--- config.mk ---
export PLATFORM = sky130hd
export DESIGN_NAME = cls2_tx_status
export DESIGN_NICKNAME = d
export VERILOG_FILES = /design/src/hdl/cls2_pkg.sv /design/src/hdl/cls2_tx_status.sv
export SDC_FILE = /design/constraint.sdc
export NUM_CORES = 1
export LEC_CHECK = 0
export ABC_AREA = 1
export BUFFER_PORTS_ARGS = -buffer_cell sky130_fd_sc_hd__buf_4
export CORE_MARGIN = 2
export CORE_UTILIZATION = 48
export DETAILED_ROUTE_END_ITERATION = 16
export PLACE_DENSITY = 0.76
export RECOVER_POWER = 100
export SYNTH_ARGS = -nofsm -noshare
export SYNTH_HDL_FRONTEND = slang
export SYNTH_SLANG_ARGS = --single-unit
--- constraint.sdc ---
create_clock -name mclk_i -period 1.35 [get_ports mclk_i]
set_clock_uncertainty 0.05 [all_clocks]
set_input_delay 0.27 -clock mclk_i [delete_from_list [all_inputs] [get_ports mclk_i]]
set_output_delay 0.27 -clock mclk_i [all_outputs]
set_load 0.03 [all_outputs]
--- src/hdl/cls2_pkg.sv ---
package cls2_pkg;

    // register map (offsets of our own)
    localparam logic [7:0] TXHOLD_OFS   = 8'h00;
    localparam logic [7:0] RXSTAT_OFS   = 8'h04;
    localparam logic [7:0] FLAGS_OFS    = 8'h08;
    localparam logic [7:0] CTRL_OFS     = 8'h0C;
    localparam logic [7:0] RXDATA_OFS   = 8'h10;

    // completion status bit positions
    localparam int OVR_BIT   = 7;
    localparam int BITT_BIT  = 6;
    localparam int INCB_BIT  = 5;
    localparam int CRCM_BIT  = 4;
    localparam int OWNOK_BIT = 3;
    localparam int BRK_BIT   = 2;
    localparam int IFR_BIT   = 1;
    localparam int IFRC_BIT  = 0;

    // flags register bit positions
    localparam int TBE_FBIT  = 0;
    localparam int TIDL_FBIT = 1;
    localparam int CCI_FBIT  = 2;
    localparam int BRKI_FBIT = 3;
    localparam int RBF_FBIT  = 4;

    // control register bit positions
    localparam int RXDMA_CBIT = 0;
    localparam int CDIS_CBIT  = 1;

    localparam logic [7:0] STAT_RST  = 8'h00;
    localparam logic [7:0] CTRL_RST  = 8'h00;

    // serialisation time of one byte
    localparam int SHIFT_CYCLES = 8;

    typedef struct packed {
        logic       valid;
        logic [7:0] data;
        logic       bit_err;
        logic       len_err;
        logic       crc_byte;
        logic       crc_bad;
        logic       first;
        logic       ifr;
    } rx_byte_t;

    typedef struct packed {
        logic       eof;
        logic       brk;
        logic       brk_rel;
    } rx_event_t;

endpackage : cls2_pkg

--- src/hdl/cls2_tx_status.sv ---
// Function
// - holding buffer empty after reset; any write marks it full
// - full buffer moves to shift register once shift register empties
// - buffer emptying sets empty flag and raises transmit dma request
// - buffer write clears empty flag and idle flag
// - completion status is read-only; reads leave it unchanged
// - status bits set on events, cleared after next good first byte
// - bit 7 set when two codes posted without a read between
// - status updates per byte; bit 6 on bit timing error
// - bit 5 set on byte not holding exactly eight bits
// - bit 4 set on check byte mismatch
// - bit 3 set on own good message; cleared by break
// - break sets bit 2, error bits may also be set
// - bit 1 on first good in-frame byte; bit 0 with check byte
// - codes 00h 02h 03h 08h 0Ah 0Bh 04h
// - own transmitted bytes loop back into receive buffer
// - completion interrupt flag set after end-of-frame interval
// - code held until next good first byte; faulty first byte suppresses flag
// - break during own transmission sets flag; release sets flags again
// - overrun holds pending transmission until status read
// - rx dma enable cleared when flag sets; full buffer overwritten
// - check byte test only while check disable bit clear
//
// Our own choices: the placing of the registers and the strobed register port.
`timescale 1ns/100ps
`default_nettype none
module cls2_tx_status
(
    // clock and reset
    input  wire logic              mclk_i,
    input  wire logic              rst_b_i,
    input  wire logic              ce_i,
    // register port
    input  wire logic [7:0]        addr_i,
    input  wire logic [7:0]        wdata_i,
    input  wire logic              wr_i,
    input  wire logic              rd_i,
    output logic      [7:0]        rdata_o,
    // transmit dma
    input  wire logic              dma_wr_i,
    input  wire logic [7:0]        dma_wdata_i,
    output logic                   tx_dma_req_o,
    // receiver byte and frame events
    input  wire cls2_pkg::rx_byte_t  rx_i,
    input  wire cls2_pkg::rx_event_t ev_i,
    input  wire logic              tx_active_i,
    input  wire logic              tx_pending_i,
    // serialiser
    output logic      [7:0]        shift_o,
    output logic                   shift_busy_o,
    output logic                   tx_hold_off_o,
    output logic                   cc_irq_o,
    output logic                   rx_dma_en_o
);
    import cls2_pkg::*;

    logic [7:0] hold_r;
    logic       full_r;
    logic [3:0] shcnt_r;
    logic       tbe_r;
    logic       tidl_r;
    logic [7:0] stat_r;
    logic       posted_r;
    logic       first_bad_r;
    logic       cci_r;
    logic       brki_r;
    logic       rbf_r;
    logic [7:0] rxd_r;
    logic [7:0] ctrl_r;
    logic       hold_off_r;

    logic       bus_wr_tx;
    logic       any_wr_tx;
    logic [7:0] any_wdata;
    logic       load;
    logic       stat_rd;
    logic       good_byte;
    logic       post;
    logic       cci_set;

    function automatic logic hit(input logic [7:0] a, input logic [7:0] ofs);
        return a == ofs;
    endfunction

    assign bus_wr_tx = wr_i && hit(addr_i, TXHOLD_OFS);
    assign any_wr_tx = bus_wr_tx || dma_wr_i;
    assign any_wdata = bus_wr_tx ? wdata_i : dma_wdata_i;
    assign stat_rd   = rd_i && hit(addr_i, RXSTAT_OFS);
    // the check byte counts as data when the check is off
    // check gated
    assign good_byte = rx_i.valid && !rx_i.bit_err && !rx_i.len_err
                       && !(rx_i.crc_byte && rx_i.crc_bad && !ctrl_r[CDIS_CBIT]);
    assign post      = ev_i.eof || ev_i.brk || ev_i.brk_rel;
    assign cci_set   = ce_i && ((ev_i.eof && !first_bad_r)
                       || (ev_i.brk && tx_active_i) || ev_i.brk_rel);
    assign load      = full_r && (shcnt_r == 4'h0);

    always_ff @(posedge mclk_i or negedge rst_b_i)
    begin
        if (!rst_b_i)
        begin
            full_r <= 1'b0;
            hold_r <= 8'h00;
        end
        else if (ce_i)
        begin
            // a write beside a move refills at once
            if (any_wr_tx)
            begin
                full_r <= 1'b1;
                hold_r <= any_wdata;
            end
            else if (load)
                full_r <= 1'b0;
        end
    end

    always_ff @(posedge mclk_i or negedge rst_b_i)
    begin
        if (!rst_b_i)
        begin
            shcnt_r      <= 4'h0;
            shift_o      <= 8'h00;
            shift_busy_o <= 1'b0;
        end
        else if (ce_i)
        begin
            shift_busy_o <= load || (shcnt_r > 4'h1);
            if (load)
            begin
                shift_o <= hold_r;
                shcnt_r <= 4'(SHIFT_CYCLES);
            end
            else if (shcnt_r != 4'h0)
                shcnt_r <= shcnt_r - 4'h1;
        end
    end

    // empty flag and dma request; write clears; withdraw
    always_ff @(posedge mclk_i or negedge rst_b_i)
    begin
        if (!rst_b_i)
        begin
            tbe_r        <= 1'b1;
            tidl_r       <= 1'b1;
            tx_dma_req_o <= 1'b0;
        end
        else if (ce_i)
        begin
            if (any_wr_tx)
            begin
                tbe_r        <= 1'b0;
                tidl_r       <= 1'b0;
                tx_dma_req_o <= 1'b0;
            end
            else if (load)
            begin
                tbe_r        <= 1'b1;
                tx_dma_req_o <= 1'b1;
            end
            else if (!full_r && shcnt_r == 4'h0 && !tx_active_i)
                tidl_r <= 1'b1;
        end
    end

    // status register, hardware only; reads do not alter it
    always_ff @(posedge mclk_i or negedge rst_b_i)
    begin
        if (!rst_b_i)
            stat_r <= STAT_RST;
        else if (ce_i)
        begin
            if (ev_i.brk)
            begin
                // break code; break clears own ok
                stat_r[BRK_BIT]   <= 1'b1;
                stat_r[OWNOK_BIT] <= 1'b0;
                stat_r[INCB_BIT]  <= stat_r[INCB_BIT] | (rx_i.valid && rx_i.len_err);
                stat_r[BITT_BIT]  <= stat_r[BITT_BIT] | (rx_i.valid && rx_i.bit_err);
            end
            else if (rx_i.valid)
            begin
                // reset only on good first byte of a new message
                if (rx_i.first && good_byte)
                begin
                    // codes 00h/02h, own transmit adds 08h; 03h needs a later check byte
                    stat_r <= {4'h0, tx_active_i, 1'b0, rx_i.ifr, 1'b0};
                    stat_r[OVR_BIT] <= posted_r && !stat_rd;
                end
                else
                begin
                    stat_r[BITT_BIT] <= stat_r[BITT_BIT] | rx_i.bit_err;
                    stat_r[INCB_BIT] <= stat_r[INCB_BIT] | rx_i.len_err;
                    stat_r[CRCM_BIT] <= stat_r[CRCM_BIT] |
                        (rx_i.crc_byte && rx_i.crc_bad && !ctrl_r[CDIS_CBIT]);
                    stat_r[IFR_BIT]  <= stat_r[IFR_BIT] | (rx_i.ifr && good_byte);
                    stat_r[IFRC_BIT] <= stat_r[IFRC_BIT] | (rx_i.ifr && rx_i.crc_byte
                        && !ctrl_r[CDIS_CBIT] && good_byte);
                end
            end
            else if (ev_i.eof)
            begin
                stat_r[OWNOK_BIT] <= stat_r[OWNOK_BIT]
                    && !(|stat_r[BITT_BIT:CRCM_BIT]);
                stat_r[OVR_BIT] <= stat_r[OVR_BIT] | (posted_r && !stat_rd);
            end
        end
    end

    // posted without a read; post wins over read
    always_ff @(posedge mclk_i or negedge rst_b_i)
    begin
        if (!rst_b_i)
            posted_r <= 1'b0;
        else if (ce_i)
        begin
            if (post)
                posted_r <= 1'b1;
            else if (stat_rd)
                posted_r <= 1'b0;
        end
    end

    // faulty first byte suppresses the frame-end flag
    always_ff @(posedge mclk_i or negedge rst_b_i)
    begin
        if (!rst_b_i)
            first_bad_r <= 1'b0;
        else if (ce_i && rx_i.valid && rx_i.first)
            first_bad_r <= !good_byte;
    end

    // completion flag; status read clears it; set wins
    always_ff @(posedge mclk_i or negedge rst_b_i)
    begin
        if (!rst_b_i)
            cci_r <= 1'b0;
        else if (cci_set)
            cci_r <= 1'b1;
        else if (ce_i && stat_rd)
            cci_r <= 1'b0;
    end

    // break flag; set on break and release
    always_ff @(posedge mclk_i or negedge rst_b_i)
    begin
        if (!rst_b_i)
            brki_r <= 1'b0;
        else if (ce_i)
        begin
            if (ev_i.brk || ev_i.brk_rel)
                brki_r <= 1'b1;
            else if (rd_i && hit(addr_i, FLAGS_OFS))
                brki_r <= 1'b0;
        end
    end

    // looped-back bytes land here; overwrite when full
    always_ff @(posedge mclk_i or negedge rst_b_i)
    begin
        if (!rst_b_i)
        begin
            rxd_r <= 8'h00;
            rbf_r <= 1'b0;
        end
        else if (ce_i)
        begin
            if (rx_i.valid)
            begin
                rxd_r <= rx_i.data;
                rbf_r <= 1'b1;
            end
            else if (rd_i && hit(addr_i, RXDATA_OFS))
                rbf_r <= 1'b0;
        end
    end

    // overrun while waiting holds transmission off
    always_ff @(posedge mclk_i or negedge rst_b_i)
    begin
        if (!rst_b_i)
            hold_off_r <= 1'b0;
        else if (ce_i)
        begin
            if (rx_i.valid && rbf_r && tx_pending_i && !tx_active_i)
                hold_off_r <= 1'b1;
            else if (stat_rd)
                hold_off_r <= 1'b0;
        end
    end

    // rx dma enable dropped when flag sets
    always_ff @(posedge mclk_i or negedge rst_b_i)
    begin
        if (!rst_b_i)
            ctrl_r <= CTRL_RST;
        else if (ce_i)
        begin
            if (wr_i && hit(addr_i, CTRL_OFS))
                ctrl_r <= {6'h00, wdata_i[CDIS_CBIT], wdata_i[RXDMA_CBIT]};
            if (cci_set)
                ctrl_r[RXDMA_CBIT] <= 1'b0;
        end
    end

    // read data, one cycle after the strobe; unmapped reads zero
    always_ff @(posedge mclk_i or negedge rst_b_i)
    begin
        if (!rst_b_i)
            rdata_o <= 8'h00;
        else if (ce_i)
        begin
            if (!rd_i)
                rdata_o <= 8'h00;
            else if (hit(addr_i, TXHOLD_OFS))
                rdata_o <= hold_r;
            else if (hit(addr_i, RXSTAT_OFS))
                rdata_o <= stat_r;
            else if (hit(addr_i, FLAGS_OFS))
                rdata_o <= {3'h0, rbf_r, brki_r, cci_r, tidl_r, tbe_r};
            else if (hit(addr_i, CTRL_OFS))
                rdata_o <= ctrl_r;
            else if (hit(addr_i, RXDATA_OFS))
                rdata_o <= rxd_r;
            else
                rdata_o <= 8'h00;
        end
    end

    always_ff @(posedge mclk_i or negedge rst_b_i)
    begin
        if (!rst_b_i)
        begin
            tx_hold_off_o <= 1'b0;
            cc_irq_o      <= 1'b0;
            rx_dma_en_o   <= 1'b0;
        end
        else if (ce_i)
        begin
            tx_hold_off_o <= hold_off_r;
            cc_irq_o      <= cci_r;
            rx_dma_en_o   <= ctrl_r[RXDMA_CBIT];
        end
    end

    a_write_marks_full: assert property (@(posedge mclk_i) disable iff (!rst_b_i)
        (ce_i && any_wr_tx) |=> full_r && !tbe_r && !tidl_r)
        else $error("write did not fill buffer");
    a_empty_raises_req: assert property (@(posedge mclk_i) disable iff (!rst_b_i)
        (ce_i && load && !any_wr_tx) |=> tbe_r && tx_dma_req_o && !full_r)
        else $error("empty event without request");
    a_full_waits_shift: assert property (@(posedge mclk_i) disable iff (!rst_b_i)
        (full_r && shcnt_r != 4'h0 && !any_wr_tx) |=> full_r)
        else $error("buffer left before shift empty");
    a_read_keeps_status: assert property (@(posedge mclk_i) disable iff (!rst_b_i)
        (stat_rd && !rx_i.valid && !ev_i.brk && !ev_i.eof) |=> $stable(stat_r))
        else $error("read altered status");
    a_break_sets_code: assert property (@(posedge mclk_i) disable iff (!rst_b_i)
        (ce_i && ev_i.brk) |=> stat_r[BRK_BIT] && !stat_r[OWNOK_BIT])
        else $error("break code missing");
    a_bit_err_sticks: assert property (@(posedge mclk_i) disable iff (!rst_b_i)
        (ce_i && rx_i.valid && rx_i.bit_err) |=> stat_r[BITT_BIT])
        else $error("bit timing bit not set");
    a_len_err_sticks: assert property (@(posedge mclk_i) disable iff (!rst_b_i)
        (ce_i && rx_i.valid && rx_i.len_err) |=> stat_r[INCB_BIT])
        else $error("incomplete byte bit not set");
    a_flag_drops_dma: assert property (@(posedge mclk_i) disable iff (!rst_b_i)
        cci_set |=> !ctrl_r[RXDMA_CBIT] ##1 !rx_dma_en_o)
        else $error("rx dma enable kept");
    a_eof_sets_flag: assert property (@(posedge mclk_i) disable iff (!rst_b_i)
        (ce_i && ev_i.eof && !first_bad_r) |=> cci_r ##1 cc_irq_o)
        else $error("frame end flag missing");
    a_overrun_holds: assert property (@(posedge mclk_i) disable iff (!rst_b_i)
        (hold_off_r && !stat_rd) |=> hold_off_r)
        else $error("hold-off released without read");

    c_tx_load: cover property (@(posedge mclk_i) disable iff (!rst_b_i)
        any_wr_tx ##[1:20] load);
    c_eof_irq: cover property (@(posedge mclk_i) disable iff (!rst_b_i)
        ev_i.eof ##2 cc_irq_o);
    c_break: cover property (@(posedge mclk_i) disable iff (!rst_b_i)
        ev_i.brk ##[1:50] ev_i.brk_rel);
    c_overrun: cover property (@(posedge mclk_i) disable iff (!rst_b_i)
        hold_off_r ##[1:20] stat_rd);

endmodule // cls2_tx_status
`default_nettype wire

==> results.json <==
{
  "required_ns": 1.52,
  "setup_slack_ns": -0.0662,
  "synth-async-reset-ratio_pct": 100,
  "place.gp.congestion": 0.915,
  "syn_area_um2": 3060,
  "maxCapViolations": 0,
  "clk_pin_slew_ns": 0.07,
  "grt_max_degree": 25,
  "antenna_found_initial": 0,
  "max_freq_mhz": 706,
  "postRouteWirelength_mm": 8.32,
  "portBuffers": 70,
  "critPathKind": "register to register",
  "worst-r2r-setup-slack_ns": -0.07,
  "ys_warn_count": 0,
  "fp.dieW_um": 83.8,
  "worst_slew_pin_slew_ns": 0.516,
  "violations": "setup timing",
  "setup_viol": 14,
  "cts_num_sinks": 60,
  "critPathLaunchType": "register",
  "first_global_vias": 2903,
  "synth_flop_cell": "dfrtp_1",
  "grtUsageTotal_pct": 24.9,
  "min_to": "rxd_r[6]",
  "crit_arrival_ns": 1.59,
  "initialDrtViolationCount": 233,
  "clk_path_buf_depth": 2,
  "htreeDepth": 3,
  "end_kind": "register",
  "syn-mean-instance-area_um2": 7.67,
  "die_area_um2": 7030,
  "path_cells": "inv_2 -> ha_4 -> nand4_1 -> nor2_2 -> inv_4 -> nand2_1 -> o21ai_1",
  "min_period_over_period_pct": 105,
  "outcome": "finished with violations",
  "rr_worst_depth": 7,
  "crit_family": "simple AND/OR/NAND/NOR gates",
  "postSynthCellCount": 399,
  "dr_total_vias": 3045,
  "multi_input_area_um2": 1370,
  "crit_path_start": "shcnt_r[0]",
  "crit_slowest_cell": "dfrtp_1",
  "start_util_pct": 49.0,
  "vias_per_cell": 5.20,
  "ioPinCount": 71,
  "synth_nets": 451,
  "reg2reg_to": "shift_o[4]",
  "vdd_drop_max_uv": 876,
  "hold_path_class": "input pin to register",
  "path_buf_inv": 2,
  "min-delay-start": "rx_i[12]",
  "drc_errors": 0,
  "hold_depth": 3,
  "grt_pass1_wl_mm": 13.7,
  "synthDistinctLibCells": 29,
  "finalHoldViolCount": 0,
  "rsz0062_at_grt": "yes",
  "cts_tree": "done",
  "layout-drive-gt1-share_pct": 29.1,
  "syn2layout_area_growth_pct": 32.7,
  "seq_area_frac_synth_pct": 49.2,
  "max_stage_delay_ns": 0.39,
  "dp_hpwl_mm": 6.18,
  "clk_latency_ns": 0.35,
  "row_count": 29,
  "coreArea_um2": 6240,
  "timing.hold.ws_ns": 0.0678,
  "drt-wirelength-per-cell_um": 14.2,
  "numCtsBuffers": 9,
  "antenna_left": 0,
  "maxSlewViolCount": 0,
  "p_leak_nw": 2.21,
  "worst-path-stages": 7,
  "dr.pass1.iters": 5,
  "fin_nets": 556,
  "critPathMaxFanout": 18,
  "cts_root_buf": "clkbuf_8",
  "cellPowerDensity_nw_per_um2": 1420,
  "seq_area_um2": 1500,
  "n_antenna_cell": 0,
  "nFillCells": 560,
  "synth-edff-count": 0,
  "relSlewSlack_pct": 65.6,
  "die_y_um": 83.8,
  "dp_worst_setup_slack_ns": -0.144,
  "grt_overflow": 0,
  "yosys_register_bits": 60,
  "period_needed_ns": 1.42,
  "crit-reg2reg-launch": "shcnt_r[0]"
}
==> sequential cells by signal, summed over array words and instances (netlist names) <==
signal / count
brki_r: 1
cc_irq_o: 1
cci_r: 1
ctrl_r: 2
first_bad_r: 1
full_r: 1
hold_off_r: 1
hold_r: 8
posted_r: 1
rbf_r: 1
rdata_o: 8
rx_dma_en_o: 1
rxd_r: 8
shcnt_r: 4
shift_busy_o: 1
shift_o: 8
stat_r: 8
tbe_r: 1
tidl_r: 1
tx_dma_req_o: 1
tx_hold_off_o: 1
==> what timing repair did <==
item / 4_1_cts / 5_1_grt
setup endpoints to repair: 16 / 16
hold buffers: 1 / 0
endpoints found under the hold margin: 14 / 0
resized for setup: 14 / 6
setup buffers: 1 / 2
pin swaps: 3 / 2
==> cells by family (layout without fill, tap and decap cells) <==
logic type,Yosys count,in the layout,synth area share [%]
and+or+nand+nor,221,221,31.5
AOI/OAI and AO/OA,61,61,10.8
DFF,60,60,49.2
buffers and inverters,55,165,7.77
adders and majority gates,2,2,0.818
==> per-stage QoR <==
stage	power (mW)	std cells	instance area, µm²	util (%)	setup TNS [ns]
after floorplan	3.15	399	3060	-	-0.375
after global placement	3.81	566	3860	61.8	-0.776
after detailed placement	3.88	566	3860	61.8	-2.10
after CTS	5.78	584	4140	66.3	-0.196
after global routing	6.03	586	4060	65.1	-2.18
final	5.75	586	4060	65.1	-0.531
==> layout by cell type, fill, tap and decap left out, types with 8 or more instances in the layout <==
cell	n
nand2_1	137
buf_4	73
dfrtp_1	58
inv_1	38
nand3_1	38
o21ai_0	30
clkbuf_2	24
nor2_1	17
a21oi_1	13
clkbuf_8	10
o21ai_1	8
==> cell usage after synthesis, types with 2 or more instances <==
| cell type | count | area [µm²] |
|---|---|---|
| a21oi_1 | 14 | 70.1 |
| buf_2 | 3 | 15.0 |
| buf_4 | 2 | 15.0 |
| buf_6 | 2 | 22.5 |
| clkbuf_1 | 3 | 11.3 |
| dfrtp_1 | 58 | 1450 |
| dfstp_2 | 2 | 52.6 |
| ha_1 | 2 | 25.0 |
| inv_1 | 41 | 154 |
| inv_2 | 3 | 11.3 |
| nand2_1 | 137 | 514 |
| nand2_2 | 7 | 43.8 |
| nand2_4 | 2 | 22.5 |
| nand3_1 | 41 | 205 |
| nand4_1 | 5 | 31.3 |
| nor2_1 | 17 | 63.8 |
| nor2_2 | 6 | 37.5 |
| nor2_4 | 2 | 22.5 |
| nor3_1 | 3 | 15.0 |
| o21ai_0 | 37 | 185 |
| o21ai_2 | 3 | 26.3 |
| o21bai_1 | 2 | 15.0 |
==> layer usage <==
layer	up-vias	global-route usage, %	wire [µm]
li1	1492	-	-
met1	1440	33.0	3600
met2	96	41.5	4150
met3	17	3.46	411
met4	0	9.53	153
met5	-	0	0
==> where the power goes <==
part	switching, mW	internal, mW
Combinational	0.999	0.628
Sequential	0.191	2.12
Clock	0.724	1.08
==> cell type report <==
class / instances / share of cell area, %
sequential: 60 / 37.0
multi-input combinational: 284 / 33.6
timing repair buffer: 104 / 17.3
inverter: 45 / 4.28
clock buffer: 11 / 3.48
tap: 77 / 2.37
clock inverter: 5 / 1.85
==> tightest hold or removal path: stages <==
cell and delay (ns):
buf_4 0.08, nand2_1 0.04, nand2_1 0.04
==> how the worst max path moves through the flow <==
stage | to | slack (ns)
detailed placement | shcnt_r[2] | -0.14
finish | shift_o[4] | -0.07
global route | shift_o[4] | -0.14
global placement | hold_r[4] | -0.06
CTS | shift_o[3] | -0.04
floorplan | shift_o[6] | -0.05
No activity file was read; power rests on OpenSTA's default activity.
